## src/hdl/csd_pkg.sv

```systemverilog
// ----------------------------------------------------------------------
// csd_pkg: shared constants for the line/supply match debounce and irq block
// ----------------------------------------------------------------------
// assumes one 40 MHz clock; offsets are 12-bit register addresses
package csd_pkg;

  // ------------------------------------------------------------------
  // register offsets
  // ------------------------------------------------------------------
  localparam logic [11:0] OFS_LINE1_CHG_STS  = 12'h0806;
  localparam logic [11:0] OFS_LINE2_CHG_STS  = 12'h0807;
  localparam logic [11:0] OFS_SUPPLY_CHG_STS = 12'h0809;
  localparam logic [11:0] OFS_LINE1_MATCH_EN = 12'h0812;
  localparam logic [11:0] OFS_LINE2_MATCH_EN = 12'h0813;
  localparam logic [11:0] OFS_SUPPLY_MATCH_EN = 12'h0814;
  localparam logic [11:0] OFS_POWER_IRQ_EN   = 12'h0815;
  localparam logic [11:0] OFS_DEBUG_IRQ_EN   = 12'h0816;
  localparam logic [11:0] OFS_MATCH_DEBOUNCE_PERIOD      = 12'h0817;
  localparam logic [11:0] OFS_DELIVERY_DEB   = 12'h0818;
  localparam logic [11:0] OFS_OC_BD_DEB      = 12'h0819;
  localparam logic [11:0] OFS_LINE1_INCL     = 12'h081a;
  localparam logic [11:0] OFS_LINE2_INCL     = 12'h081b;
  localparam logic [11:0] OFS_SUPPLY_INCL    = 12'h081c;

  // ------------------------------------------------------------------
  // field layouts and reset values
  // ------------------------------------------------------------------
  localparam logic [7:0] SUPPLY_BITS_MASK   = 8'h3d;   // bits 5:2 and 0
  localparam logic [7:0] DEBUG_BITS_MASK    = 8'h07;   // bits 2:0
  localparam logic [7:0] RST_ENABLE         = 8'h00;
  localparam logic [7:0] RST_MATCH_DEBOUNCE_PERIOD      = 8'h02;
  localparam logic [7:0] RST_DELIVERY_DEB   = 8'h0a;
  localparam logic [7:0] RST_OC_BD_DEB      = 8'h02;
  localparam logic [7:0] RST_INCLUDE        = 8'h00;

  // ------------------------------------------------------------------
  // timing
  // ------------------------------------------------------------------
  localparam int CLK_PERIOD_NS   = 25;
  localparam int FINE_STEP_NS    = 100_000;     // 100 us step
  localparam int MS_STEP_NS      = 1_000_000;   // 1 ms step
  localparam int FINE_STEP_CYCLES = FINE_STEP_NS / CLK_PERIOD_NS;
  localparam int MS_STEP_CYCLES  = MS_STEP_NS / CLK_PERIOD_NS;

endpackage

```

## src/hdl/csd_match_debouncer.sv

```systemverilog
// ----------------------------------------------------------------------
// csd_match_debouncer: shared match debouncer with per-bit include mask
// ----------------------------------------------------------------------
// assumes tick_in is a one-cycle pulse per debounce step
module csd_match_debouncer
  import csd_pkg::*;
#(
  parameter int W = 16
)
(
  input  wire logic         mclk_in,     // system clock
  input  wire logic         resetn_in,   // sync reset, low
  input  wire logic [W-1:0] raw_in,      // raw comparator matches
  input  wire logic [W-1:0] incl_in,     // applied include mask
  input  wire logic         tick_in,     // step pulse
  input  wire logic [7:0]   period_in,   // steps to settle
  output logic      [W-1:0] match_out,   // debounced match
  output logic      [W-1:0] change_out   // one-cycle change pulses
);

  if (W < 1) begin : g_chk
    $error("csd_match_debouncer: W must be at least 1");
  end

  typedef struct packed {
    logic [W-1:0] prev_incl;
    logic [W-1:0] cand;
    logic [7:0]   cnt;
    logic [W-1:0] match;
    logic [W-1:0] change;
  } csd_deb_t;

  csd_deb_t st;
  csd_deb_t next_st;
  logic [W-1:0] masked;
  logic [W-1:0] old_masked;
  logic         restart;
  logic         settled;

  // ------------------------------------------------------------------
  // one counter for the whole vector: any included change restarts it
  // ------------------------------------------------------------------
  always_comb
  begin
    next_st    = st;
    masked     = raw_in & incl_in;
    old_masked = raw_in & st.prev_incl;
    // only bits kept in the mask are held against the candidate, so a
    // dropped bit never looks like a change; newly set bits restart only
    // when they alter the vector
    restart    = (|((masked ^ st.cand) & incl_in & st.prev_incl)) ||
                 ((|(incl_in & ~st.prev_incl)) && (masked != old_masked));
    // dropped include bits fall through without restarting
    settled    = !restart && (st.cnt >= period_in);
    next_st.cand = masked;
    if (restart)
    begin
      next_st.cnt  = 8'h00;
    end
    else if (tick_in && (st.cnt < period_in))
    begin
      next_st.cnt = st.cnt + 8'h01;
    end
    // excluded bits track raw at once; included ones wait to settle
    next_st.match  = (~incl_in & raw_in) |
                     (incl_in & (settled ? st.cand : st.match));
    next_st.change = next_st.match ^ st.match;
    next_st.prev_incl = incl_in;
  end

  always_ff @(posedge mclk_in)
  begin
    if (!resetn_in)
      st <= '0;
    else
      st <= next_st;
  end

  assign match_out  = st.match;
  assign change_out = st.change;

endmodule

```

## src/hdl/csd_level_filter.sv

```systemverilog
// ----------------------------------------------------------------------
// csd_level_filter: per-bit level debounce over a common step period
// ----------------------------------------------------------------------
// assumes tick_in is a one-cycle pulse; output follows input after period
module csd_level_filter
  import csd_pkg::*;
#(
  parameter int W = 3
)
(
  input  wire logic         mclk_in,    // system clock
  input  wire logic         resetn_in,  // sync reset, low
  input  wire logic [W-1:0] level_in,   // raw levels
  input  wire logic         tick_in,    // step pulse
  input  wire logic [7:0]   period_in,  // steps of stability needed
  output logic      [W-1:0] level_out   // filtered levels
);

  if (W < 1) begin : g_chk
    $error("csd_level_filter: W must be at least 1");
  end

  typedef struct packed {
    logic [W-1:0][7:0] cnt;
    logic [W-1:0]      lvl;
  } csd_flt_t;

  csd_flt_t st;
  csd_flt_t next_st;

  // ------------------------------------------------------------------
  // each bit counts steps while it disagrees; a bounce restarts it
  // ------------------------------------------------------------------
  always_comb
  begin
    next_st = st;
    for (int i = 0; i < W; i++)
    begin
      if (level_in[i] == st.lvl[i])
        next_st.cnt[i] = 8'h00;
      else if (st.cnt[i] >= period_in)
      begin
        next_st.lvl[i] = level_in[i];
        next_st.cnt[i] = 8'h00;
      end
      else if (tick_in)
        next_st.cnt[i] = st.cnt[i] + 8'h01;
    end
  end

  always_ff @(posedge mclk_in)
  begin
    if (!resetn_in)
      st <= '0;
    else
      st <= next_st;
  end

  assign level_out = st.lvl;

endmodule

```

## src/hdl/csd_irq_debounce.sv

```systemverilog
// ----------------------------------------------------------------------
// csd_irq_debounce: match/power/debug irq enables and debounce control
// ----------------------------------------------------------------------
// assumes a register port decoded from the serial host link, one clock,
// and comparator/status sources from neighbouring blocks
//
// Functional notes
// - line match-enable bits let change status raise line irq; reset zero
// - supply enable bits 5:2,0 writable, bit 1 read-only, 7:6 reserved
// - eight power irq enables, reset zero, zero blocks that source
// - three debug irq enables in low bits, zero blocks that source
// - match debounce waits programmed steps, reset two, 100 us when selected
// - realised match debounce may be up to one step short, never long
// - delivery debounce counts eight-bit period in 1 ms, reset ten
// - overcurrent and back-drive debounce eight-bit 1 ms period, reset two
// - line include bits put thresholds into line debouncer, reset zero
// - supply include bits 5:2 thresholds 3:0, bit 0 safe-zero level
// - newly set include bits restart debouncer if masked vector changes
// - clearing include bits never restarts the debouncer by itself
// - one line debouncer for both lines; change on either restarts it
// - line include changes take effect only at end of scan cycle
// - excluded threshold updates match at once, sets status, may interrupt
// - change status bits clear one by one on write of one
module csd_irq_debounce
  import csd_pkg::*;
#(
  parameter int MS_CYCLES     = MS_STEP_CYCLES,  // cycles per 1 ms step
  parameter int COARSE_CYCLES = MS_STEP_CYCLES   // step when fine select clear
)
(
  input  wire logic        mclk_in,                 // 40 MHz clock
  input  wire logic        resetn_in,               // sync reset, low
  input  wire logic [11:0] reg_addr_in,             // register address
  input  wire logic        reg_wr_in,               // write strobe
  input  wire logic [7:0]  reg_wdata_in,            // write data
  output logic      [7:0]  reg_rdata_out,           // read data, next cycle
  input  wire logic [7:0]  line1_raw_in,            // line 1 comparator hits
  input  wire logic [7:0]  line2_raw_in,            // line 2 comparator hits
  input  wire logic [7:0]  supply_raw_in,           // supply comparator hits
  input  wire logic        scan_end_in,             // end of line scan pulse
  input  wire logic        debounce_step_select_in, // 1: 100 us steps
  input  wire logic [7:0]  power_status_in,         // power irq status
  input  wire logic [2:0]  debug_status_in,         // debug irq status
  input  wire logic        delivery_level_in,       // raw delivery condition
  input  wire logic        overcurrent_in,          // raw overcurrent
  input  wire logic [1:0]  backdrive_in,            // raw back-drive, per line
  output logic      [7:0]  line1_match_result_out,  // debounced line 1
  output logic      [7:0]  line2_match_result_out,  // debounced line 2
  output logic      [7:0]  supply_match_result_out, // debounced supply
  output logic             line1_match_change_irq_out, // line 1 irq
  output logic             line2_match_change_irq_out, // line 2 irq
  output logic             line_irq_out,            // either line irq
  output logic             supply_irq_out,          // supply irq
  output logic             power_irq_out,           // power irq
  output logic             debug_irq_out,           // debug irq
  output logic             delivery_debounced_out,  // filtered delivery
  output logic             overcurrent_debounced_out, // filtered overcurrent
  output logic      [1:0]  backdrive_debounced_out  // filtered back-drive
);

  // ------------------------------------------------------------------
  // elaboration checks
  // ------------------------------------------------------------------
  if ((MS_CYCLES < 1) || (MS_CYCLES > 65535)) begin : g_chk_ms
    $error("csd_irq_debounce: MS_CYCLES out of range");
  end
  if ((COARSE_CYCLES < 1) || (COARSE_CYCLES > 65535)) begin : g_chk_coarse
    $error("csd_irq_debounce: COARSE_CYCLES out of range");
  end

  localparam logic [15:0] MS_LAST     = 16'(MS_CYCLES - 1);
  localparam logic [15:0] COARSE_LAST = 16'(COARSE_CYCLES - 1);
  localparam logic [15:0] FINE_LAST   = 16'(FINE_STEP_CYCLES - 1);

  // ------------------------------------------------------------------
  // state
  // ------------------------------------------------------------------
  typedef struct packed {
    logic [7:0]  line1_en;
    logic [7:0]  line2_en;
    logic [7:0]  supply_en;
    logic [7:0]  power_en;
    logic [7:0]  debug_en;
    logic [7:0]  match_per;
    logic [7:0]  delivery_per;
    logic [7:0]  oc_bd_per;
    logic [7:0]  line1_incl;    // as written by software
    logic [7:0]  line2_incl;
    logic [15:0] line_incl_act; // as seen by the line debouncer
    logic [7:0]  supply_incl;
    logic [7:0]  line1_sts;
    logic [7:0]  line2_sts;
    logic [7:0]  supply_sts;
    logic [15:0] ms_cnt;
    logic [15:0] fine_cnt;
    logic [15:0] coarse_cnt;
    logic        ms_tick;
    logic        fine_tick;
    logic        coarse_tick;
    logic        line1_irq;
    logic        line2_irq;
    logic        line_irq;
    logic        supply_irq;
    logic        power_irq;
    logic        debug_irq;
    logic [7:0]  rdata;
  } csd_state_t;

  csd_state_t st;
  csd_state_t next_st;

  logic [15:0] line_match;
  logic [15:0] line_change;
  logic [5:0]  supply_match;
  logic [5:0]  supply_change;
  logic        match_tick;
  logic        wr_line1_sts;
  logic        wr_line2_sts;
  logic        wr_supply_sts;
  logic [2:0]  oc_bd_filtered;

  // step selection for the match debouncer; phase of the free-running
  // step counter makes the realised wait up to one step short, never long
  assign match_tick = debounce_step_select_in ? st.fine_tick : st.coarse_tick;

  // ------------------------------------------------------------------
  // debouncers
  // ------------------------------------------------------------------
  // both lines share one debouncer so a change on either restarts it
  csd_match_debouncer #(
    .W (16)
  ) u_line_deb (
    .mclk_in    (mclk_in),
    .resetn_in  (resetn_in),
    .raw_in     ({line2_raw_in, line1_raw_in}),
    .incl_in    (st.line_incl_act),
    .tick_in    (match_tick),
    .period_in  (st.match_per),
    .match_out  (line_match),
    .change_out (line_change)
  );

  // supply vector keeps bits 5:2 and 0; bit 1 is never debounced
  csd_match_debouncer #(
    .W (6)
  ) u_supply_deb (
    .mclk_in    (mclk_in),
    .resetn_in  (resetn_in),
    .raw_in     (supply_raw_in[5:0] & SUPPLY_BITS_MASK[5:0]),
    .incl_in    (st.supply_incl[5:0]),
    .tick_in    (match_tick),
    .period_in  (st.match_per),
    .match_out  (supply_match),
    .change_out (supply_change)
  );

  // power-delivery interval in 1 ms steps
  csd_level_filter #(
    .W (1)
  ) u_delivery_flt (
    .mclk_in   (mclk_in),
    .resetn_in (resetn_in),
    .level_in  (delivery_level_in),
    .tick_in   (st.ms_tick),
    .period_in (st.delivery_per),
    .level_out (delivery_debounced_out)
  );

  // overcurrent and both back-drive detectors share one period
  csd_level_filter #(
    .W (3)
  ) u_oc_bd_flt (
    .mclk_in   (mclk_in),
    .resetn_in (resetn_in),
    .level_in  ({backdrive_in, overcurrent_in}),
    .tick_in   (st.ms_tick),
    .period_in (st.oc_bd_per),
    .level_out (oc_bd_filtered)
  );

  assign overcurrent_debounced_out = oc_bd_filtered[0];
  assign backdrive_debounced_out   = oc_bd_filtered[2:1];

  // ------------------------------------------------------------------
  // write decode for change status
  // ------------------------------------------------------------------
  assign wr_line1_sts  = reg_wr_in && (reg_addr_in == OFS_LINE1_CHG_STS);
  assign wr_line2_sts  = reg_wr_in && (reg_addr_in == OFS_LINE2_CHG_STS);
  assign wr_supply_sts = reg_wr_in && (reg_addr_in == OFS_SUPPLY_CHG_STS);

  // ------------------------------------------------------------------
  // next state
  // ------------------------------------------------------------------
  always_comb
  begin
    next_st = st;

    // step generators, free running
    next_st.ms_tick     = (st.ms_cnt == MS_LAST);
    next_st.ms_cnt      = next_st.ms_tick ? 16'h0000 : st.ms_cnt + 16'h0001;
    next_st.fine_tick   = (st.fine_cnt == FINE_LAST);
    next_st.fine_cnt    = next_st.fine_tick ? 16'h0000 : st.fine_cnt + 16'h0001;
    next_st.coarse_tick = (st.coarse_cnt == COARSE_LAST);
    next_st.coarse_cnt  = next_st.coarse_tick ? 16'h0000 : st.coarse_cnt + 16'h0001;

    // register writes
    if (reg_wr_in)
    begin
      case (reg_addr_in)
        OFS_LINE1_MATCH_EN:  next_st.line1_en     = reg_wdata_in;
        OFS_LINE2_MATCH_EN:  next_st.line2_en     = reg_wdata_in;
        OFS_SUPPLY_MATCH_EN: next_st.supply_en    = reg_wdata_in & SUPPLY_BITS_MASK;
        OFS_POWER_IRQ_EN:    next_st.power_en     = reg_wdata_in;
        OFS_DEBUG_IRQ_EN:    next_st.debug_en     = reg_wdata_in & DEBUG_BITS_MASK;
        OFS_MATCH_DEBOUNCE_PERIOD:       next_st.match_per    = reg_wdata_in;
        OFS_DELIVERY_DEB:    next_st.delivery_per = reg_wdata_in;
        OFS_OC_BD_DEB:       next_st.oc_bd_per    = reg_wdata_in;
        OFS_LINE1_INCL:      next_st.line1_incl   = reg_wdata_in;
        OFS_LINE2_INCL:      next_st.line2_incl   = reg_wdata_in;
        OFS_SUPPLY_INCL:     next_st.supply_incl  = reg_wdata_in & SUPPLY_BITS_MASK;
        default:             next_st.rdata        = st.rdata;
      endcase
    end

    // line include mask moves to the debouncer only between scans
    if (scan_end_in)
      next_st.line_incl_act = {st.line2_incl, st.line1_incl};

    // sticky change status; a new change beats a clearing write
    next_st.line1_sts  = (st.line1_sts & ~(wr_line1_sts ? reg_wdata_in : 8'h00))
                         | line_change[7:0];
    next_st.line2_sts  = (st.line2_sts & ~(wr_line2_sts ? reg_wdata_in : 8'h00))
                         | line_change[15:8];
    next_st.supply_sts = (st.supply_sts & ~(wr_supply_sts ? reg_wdata_in : 8'h00))
                         | ({2'b00, supply_change} & SUPPLY_BITS_MASK);

    // level interrupts from status AND enable
    next_st.line1_irq  = |(st.line1_sts & st.line1_en);
    next_st.line2_irq  = |(st.line2_sts & st.line2_en);
    next_st.line_irq   = next_st.line1_irq | next_st.line2_irq;
    next_st.supply_irq = |(st.supply_sts & st.supply_en);
    next_st.power_irq  = |(power_status_in & st.power_en);
    next_st.debug_irq  = |(debug_status_in & st.debug_en[2:0]);

    // registered read; unmapped addresses return zero
    case (reg_addr_in)
      OFS_LINE1_CHG_STS:   next_st.rdata = st.line1_sts;
      OFS_LINE2_CHG_STS:   next_st.rdata = st.line2_sts;
      OFS_SUPPLY_CHG_STS:  next_st.rdata = st.supply_sts;
      OFS_LINE1_MATCH_EN:  next_st.rdata = st.line1_en;
      OFS_LINE2_MATCH_EN:  next_st.rdata = st.line2_en;
      OFS_SUPPLY_MATCH_EN: next_st.rdata = st.supply_en;
      OFS_POWER_IRQ_EN:    next_st.rdata = st.power_en;
      OFS_DEBUG_IRQ_EN:    next_st.rdata = st.debug_en;
      OFS_MATCH_DEBOUNCE_PERIOD:       next_st.rdata = st.match_per;
      OFS_DELIVERY_DEB:    next_st.rdata = st.delivery_per;
      OFS_OC_BD_DEB:       next_st.rdata = st.oc_bd_per;
      OFS_LINE1_INCL:      next_st.rdata = st.line1_incl;
      OFS_LINE2_INCL:      next_st.rdata = st.line2_incl;
      OFS_SUPPLY_INCL:     next_st.rdata = st.supply_incl;
      default:             next_st.rdata = 8'h00;
    endcase
  end

  // ------------------------------------------------------------------
  // state register
  // ------------------------------------------------------------------
  always_ff @(posedge mclk_in)
  begin
    if (!resetn_in)
    begin
      st              <= '0;
      st.line1_en     <= RST_ENABLE;
      st.line2_en     <= RST_ENABLE;
      st.supply_en    <= RST_ENABLE;
      st.power_en     <= RST_ENABLE;
      st.debug_en     <= RST_ENABLE;
      st.match_per    <= RST_MATCH_DEBOUNCE_PERIOD;
      st.delivery_per <= RST_DELIVERY_DEB;
      st.oc_bd_per    <= RST_OC_BD_DEB;
      st.line1_incl   <= RST_INCLUDE;
      st.line2_incl   <= RST_INCLUDE;
      st.supply_incl  <= RST_INCLUDE;
    end
    else
      st <= next_st;
  end

  // ------------------------------------------------------------------
  // outputs
  // ------------------------------------------------------------------
  assign reg_rdata_out              = st.rdata;
  assign line1_match_result_out     = line_match[7:0];
  assign line2_match_result_out     = line_match[15:8];
  assign supply_match_result_out    = {2'b00, supply_match} & SUPPLY_BITS_MASK;
  assign line1_match_change_irq_out = st.line1_irq;
  assign line2_match_change_irq_out = st.line2_irq;
  assign line_irq_out               = st.line_irq;
  assign supply_irq_out             = st.supply_irq;
  assign power_irq_out              = st.power_irq;
  assign debug_irq_out              = st.debug_irq;

endmodule

```

## config.mk

```make
export PLATFORM = sky130hd
export DESIGN_NAME = csd_irq_debounce
export DESIGN_NICKNAME = d
export VERILOG_FILES = /design/src/hdl/csd_pkg.sv /design/src/hdl/csd_match_debouncer.sv /design/src/hdl/csd_level_filter.sv /design/src/hdl/csd_irq_debounce.sv
export SDC_FILE = /design/constraint.sdc
export NUM_CORES = 1
export LEC_CHECK = 0
export ABC_AREA = 1
export BUFFER_PORTS_ARGS = -buffer_cell sky130_fd_sc_hd__buf_2
export CAP_MARGIN = 30
export CORE_MARGIN = 2
export CORE_UTILIZATION = 48
export CTS_CLUSTER_SIZE = 25
export DETAILED_ROUTE_END_ITERATION = 10
export HOLD_SLACK_MARGIN = 0.08
export PLACE_DENSITY = 0.63
export SLEW_MARGIN = 5
export SYNTH_ARGS = -nofsm -noshare
export SYNTH_HDL_FRONTEND = slang
export SYNTH_SLANG_ARGS = --single-unit
```

## constraint.sdc

```tcl
create_clock -name mclk_in -period 5.5 [get_ports mclk_in]
set_input_delay 1.1 -clock mclk_in [delete_from_list [all_inputs] [get_ports mclk_in]]
set_output_delay 1.1 -clock mclk_in [all_outputs]
set_load 0.1 [all_outputs]
```

; ---- Word-level counts from Yosys, hierarchy flattened
; Cells that the tools add are included.
[totals]
in_bits = 64
out_inout_bits = 42
word_cells = 183
ram_bits = 0
romBits = 0
latchBits = 0
n_memories = 0
ff_bits = 321
[classes]
reduce_logical = 46
mul = 0
eq_ne = 23
muxes = 7
div = 0
bitwise = 44
n_lt_le_gt_ge = 8
addsub = 9
shift = 0
[op_table]
columns = cell, n
row1 = 12-bit == test (second input constant), 14
row2 = 16-bit bitwise AND, 7
row3 = 8-bit one-hot mux with 14 select lines, 1
row4 = 16-bit by 1-bit adder with 16-bit output (second input constant), 3
row5 = 8-bit by 1-bit adder with 8-bit output (second input constant), 6
row6 = 8-bit bitwise AND, 6
row7 = 8-bit >= comparator, 6
row8 = 6-bit bitwise AND, 7
row9 = 16-bit == test (second input constant), 2
row10 = 16-bit inverter, 2
row11 = 16-bit OR reduction, 2
row12 = 8-bit OR reduction, 4
row13 = 16-bit XOR, 2
row14 = 2-bit AND reduction, 15
row15 = 8-bit 2-to-1 mux, 3
row16 = 8-bit inverter, 3
row17 = 16-bit by 12-bit == test with 1-bit output (second input constant), 1
row18 = 8-bit < comparator, 2
row19 = 16-bit 2-to-1 mux, 1
row20 = 16-bit inequality test, 1
row21 = 16-bit bitwise OR, 1
row22 = 8-bit bitwise OR, 2
row23 = 3-bit OR reduction, 5
row24 = 6-bit inverter, 2
row25 = 16 further kinds, 39

; ---- Depth between registers and ports, before layout
[logic_depth]
word_depth = 12
mapped_depth = 15
ltp_nobuf = 14

; ---- By module
; From an unflattened synthesis, not the netlist that was laid out.
[unflattened]
hier_cells = 2361
hier_area_um2 = 16762.3
[modules_own_cells]
columns = module, cells_each, instances, seq_area_each_um2, area_per_inst_um2
row1 = csd_irq_debounce, 1126, 1, 3643.5, 8301.7
row2 = csd_match_debouncer (u_line_deb), 617, 1, 1441.4, 4072.7
row3 = csd_match_debouncer (u_supply_deb), 282, 1, 640.6, 1894.3
row4 = csd_level_filter (u_oc_bd_flt), 253, 1, 540.5, 1874.3
row5 = csd_level_filter (u_delivery_flt), 83, 1, 180.2, 619.3

; ---- Worst setup path after synthesis
; OpenSTA, ideal clock, no wires.
[synth_timing]
kind = input-to-reg
from = input reg_addr_in[7]
to = register st[138] (netlist bit)
stages = 7
arrival_time_ns = 2.303
slack_ns = 3.059
t_required_ns = 5.362
n_path_buf = 1
path_cell_list = nor2_1 -> nand2_2 -> nor2_2 -> nand2_1 -> nor2_2 -> buf_2 -> o211ai_1
[synth_via]
elab_chain_len = 2
[synth_rtl]
columns = element, line
row1 = from (decl), csd_irq_debounce.sv:33  ; input wire logic [11:0] reg_addr_in,
row2 = 12-bit == test, csd_irq_debounce.sv:209  ; case (reg_addr_in)
row3 = 2-bit AND reduction (no line), n/a
row4 = to (signal assigned), csd_irq_debounce.sv:286  ; st <= next_st;
row5 = to (decl), csd_irq_debounce.sv:109  ; csd_state_t st;
; No other way between the ends.
; A chain may end at the register's enable or synchronous reset.

; ---- Worst setup path in the final report
[layout_timing]
from = input reg_addr_in[9]
to = register st (netlist bit reg_rdata_out[1])
[layout_via]
elab_chain_len = 2
elab_cells_between_ends = 15
[layout_rtl]
columns = element, line
row1 = 12-bit == test, csd_irq_debounce.sv:246  ; case (reg_addr_in)
row2 = 8-bit one-hot mux with 14 select lines *, csd_irq_debounce.sv:246
; Mark *: on every way between the ends. The rest lies on a longest branch, timed or not.

==> flow_summary.ini <==
[setup_path]
worstPathCellList = buf_2 -> nor2_1 -> nand2_1 -> nor2_2 -> nand3_1 -> inv_1 -> nor2_1 -> nand4_1 -> nand2_1 -> a41oi_1
startpoint_type = input pin
reg2reg_depth = 13
cp.required_ns = 5.90
arrival_ns = 3.39
crit_slowest_cell = nor2_2
critical_path_class = in2reg
r2r_slack_ns = 2.95
path_max_fanout = 17
endpoint_kind = flop
critPathMaxStageDelay_ns = 0.56

[clock_network]
hold_buffers = 0
path_clk_slew_ns = 0.06
cts_tree = done
cts_buffer_depth = 3
cts_max_level = 2
postCtsSetupBuffers = 0
worstSkewPairLatency_ns = 0.53
cts_sinks = 318
cts_resized = 0
cts_buffers = 38
cts_root_buf = clkbuf_16

[drt]
firstDrtPassIters = 6
wl_per_cell_um = 16.0
wirelength_um = 41000
routed_via_density = 5.31
drc = 0
routed-via-count = 13639
drt_iter0_markers = 897
ant_nets = 0

[global_routing]
grt_use_total_pct = 24.2
antenna_found_initial = 1
grt_pass1_vias = 12407
grt_first_pass_wirelength_um = 64200
grt_max_degree = 85
grt.overflow.total = 0

[synthesis]
yosys_warnings = 0
yosys.area_share.simple_pct = 24.5
synth_xor_area_share_pct = 1.73
seq_area_frac_synth_pct = 41.9
syn_inst = 2078
synth.distinct_cells = 48
synth_edf_count = 0
synth_area_um2 = 15200
synth.avg_cell_area_um2 = 7.32
synth_area_leader_cell = dfxtp_1
synth_seq_cells = 318
synth_ff_type = dfxtp_1
synth_top_family_by_area = simple AND/OR/NAND/NOR gates
synth.top_cell.area_share_pct = 41.9
synth_top_cells_by_area = dfxtp_1 (42%), nand2_1 (8.1%), inv_1 (7.5%)
postSynth.asyncResetShare_pct = 0
synth_adder_area_share_pct = 4.69
synth_compound_area_share_pct = 16.3
synth_mux_area_share_pct = 0.0741

[layout]
fillers = 3009
final_nets = 2260
syn2layout_area_growth_pct = 12.1
fin_area_um2 = 17000
drive_gt1_share_pct = 10.2

[hold_path]
hp-class = reg2reg
hold_depth = 2

[timing]
slew_headroom_pct = 36.8
hold_viol = 0
rsz0062_at_grt = false
tightest_slew_ns = 0.946
fmaxAchievable_mhz = 334
drv_slew = 0
clock-skew-final_ns = 0.0228
fin_hold_ws_ns = 0.430
min_period_ns = 3.00
setup_viol = 0
period_share_pct = 54.5
setup_tns_ns = 0

[floorplan]
fp.dieArea_um2 = 33100
die_h_um = 182
core_area_um2 = 31400
rows = 65
start_util_pct = 48.4
die_width_um = 182
io_pins = 106

[placed_design]
post_dp_cell_area_um2 = 15800
gp_congestion = 0.990
dpl.hpwl_um = 29400
port_buffers = 99

[run]
maxCapViolCount = 0

[power]
ir_worst_vdd_uv = 291
powerDensity_nw_per_um2 = 309
p_leak_uw = 0.00723

[outcome]
status = finished clean
## power breakdown
group          internal [µW]  total (µW)  switching, µW
Sequential              2360        2400           39.4
Combinational           88.5         365            276
Clock                   1530        2500            970
## cells in the final DEF, fill, tap and decap left out, types with 10 or more instances in the layout
master / n
nand4_1: 50
a211oi_1: 19
o21a_1: 11
nand3_2: 13
o21ai_0: 137
nor2_2: 10
xor2_1: 22
inv_1: 305
buf_2: 98
clkbuf_8: 10
nand2_2: 11
a21oi_1: 225
o22ai_1: 25
o211ai_1: 11
nand3b_1: 12
nor2_1: 219
nor3b_1: 11
clkbuf_16: 39
clkbuf_1: 10
nor3_1: 32
dfxtp_1: 318
ha_1: 57
or2_2: 12
nand3_1: 103
nand2_1: 330
## final timing paths
| path | end | startpoint |
|---|---|---|
| min reg2reg | st[70] | u_supply_deb.change_out[5] |
| max reg2reg | u_line_deb.change_out[4] | st[103] |
| min | st[70] | u_supply_deb.change_out[5] |
| max | reg_rdata_out[1] | reg_addr_in[9] |
## area by class of cell
| cell class | instances | area [µm²] | area share, % |
|---|---|---|---|
| tap | 402 | 503 | 2.95 |
| clock inverter | 9 | 103 | 0.602 |
| antenna | 1 | 2.50 | 0.0147 |
| multi-input combinational | 1367 | 7210 | 42.3 |
| timing repair buffer | 104 | 543 | 3.19 |
| clock buffer | 59 | 1150 | 6.75 |
| sequential | 318 | 6370 | 37.4 |
| inverter | 310 | 1160 | 6.83 |
## per-stage QoR
stage                     cells  power (µW)  util, %  setup slack [ns]
after floorplan            2080        2700        -              3.06
after CTS                  2568        5310     54.2              2.44
after detailed placement   2500        2810     50.2              2.07
final                      2570        5260     54.3              2.50
after global routing       2570        5450     54.3              2.30
after global placement     2500        2800     50.2              2.07
## layer usage
| layer | global-route usage [%] | up-vias | routed length [µm] |
|---|---|---|---|
| li1 | - | 6962 | - |
| met1 | 33.3 | 6294 | 19300 |
| met2 | 39.6 | 315 | 18500 |
| met3 | 3.67 | 68 | 2190 |
| met4 | 6.74 | 0 | 990 |
| met5 | 0 | - | 0 |
## flip-flops by register name, summed over array words and instances (netlist names), 3 cells and up
signal                   flops
st                         168
u_oc_bd_flt.st              24
u_oc_bd_flt.level_out        3
u_line_deb.match_out        16
u_supply_deb.match_out       5
u_line_deb.change_out       16
reg_rdata_out                8
u_line_deb.st               40
u_supply_deb.st             18
u_delivery_flt.st            8
u_supply_deb.change_out      5
## critical path, delay by kind of cell
kind | cells | cell delay, ns
buf+inv | 2 | 0.40
compound gates | 1 | 0.38
simple gates | 7 | 1.52
## Yosys cell counts (all sizes together), types with 2 or more instances
cell type / instances
xnor2: 8
and3: 2
o221ai: 3
a211oi: 19
inv: 308
a41oi: 3
o21ai: 139
nor3b: 11
a31oi: 4
nand3b: 12
o22ai: 25
o21a: 11
a22o: 4
o2111ai: 4
clkinv: 2
o211ai: 11
ha: 57
nand4: 50
xor2: 22
dfxtp: 318
a221oi: 5
nand3: 117
buf: 52
nor2: 231
nand2: 342
nor4: 9
a21oi: 225
clkbuf: 33
or2: 13
nor3: 34
## kinds of logic (layout without fill, tap and decap cells)
logic type	after synthesis	count (layout)
xor+xnor	30	30
buf+inv	395	482
simple gates	822	822
other cells	1	4
flops	318	318
compound gates	454	454
mux	1	1
fa+ha+maj	57	57
No activity file was read; power rests on OpenSTA's default activity.
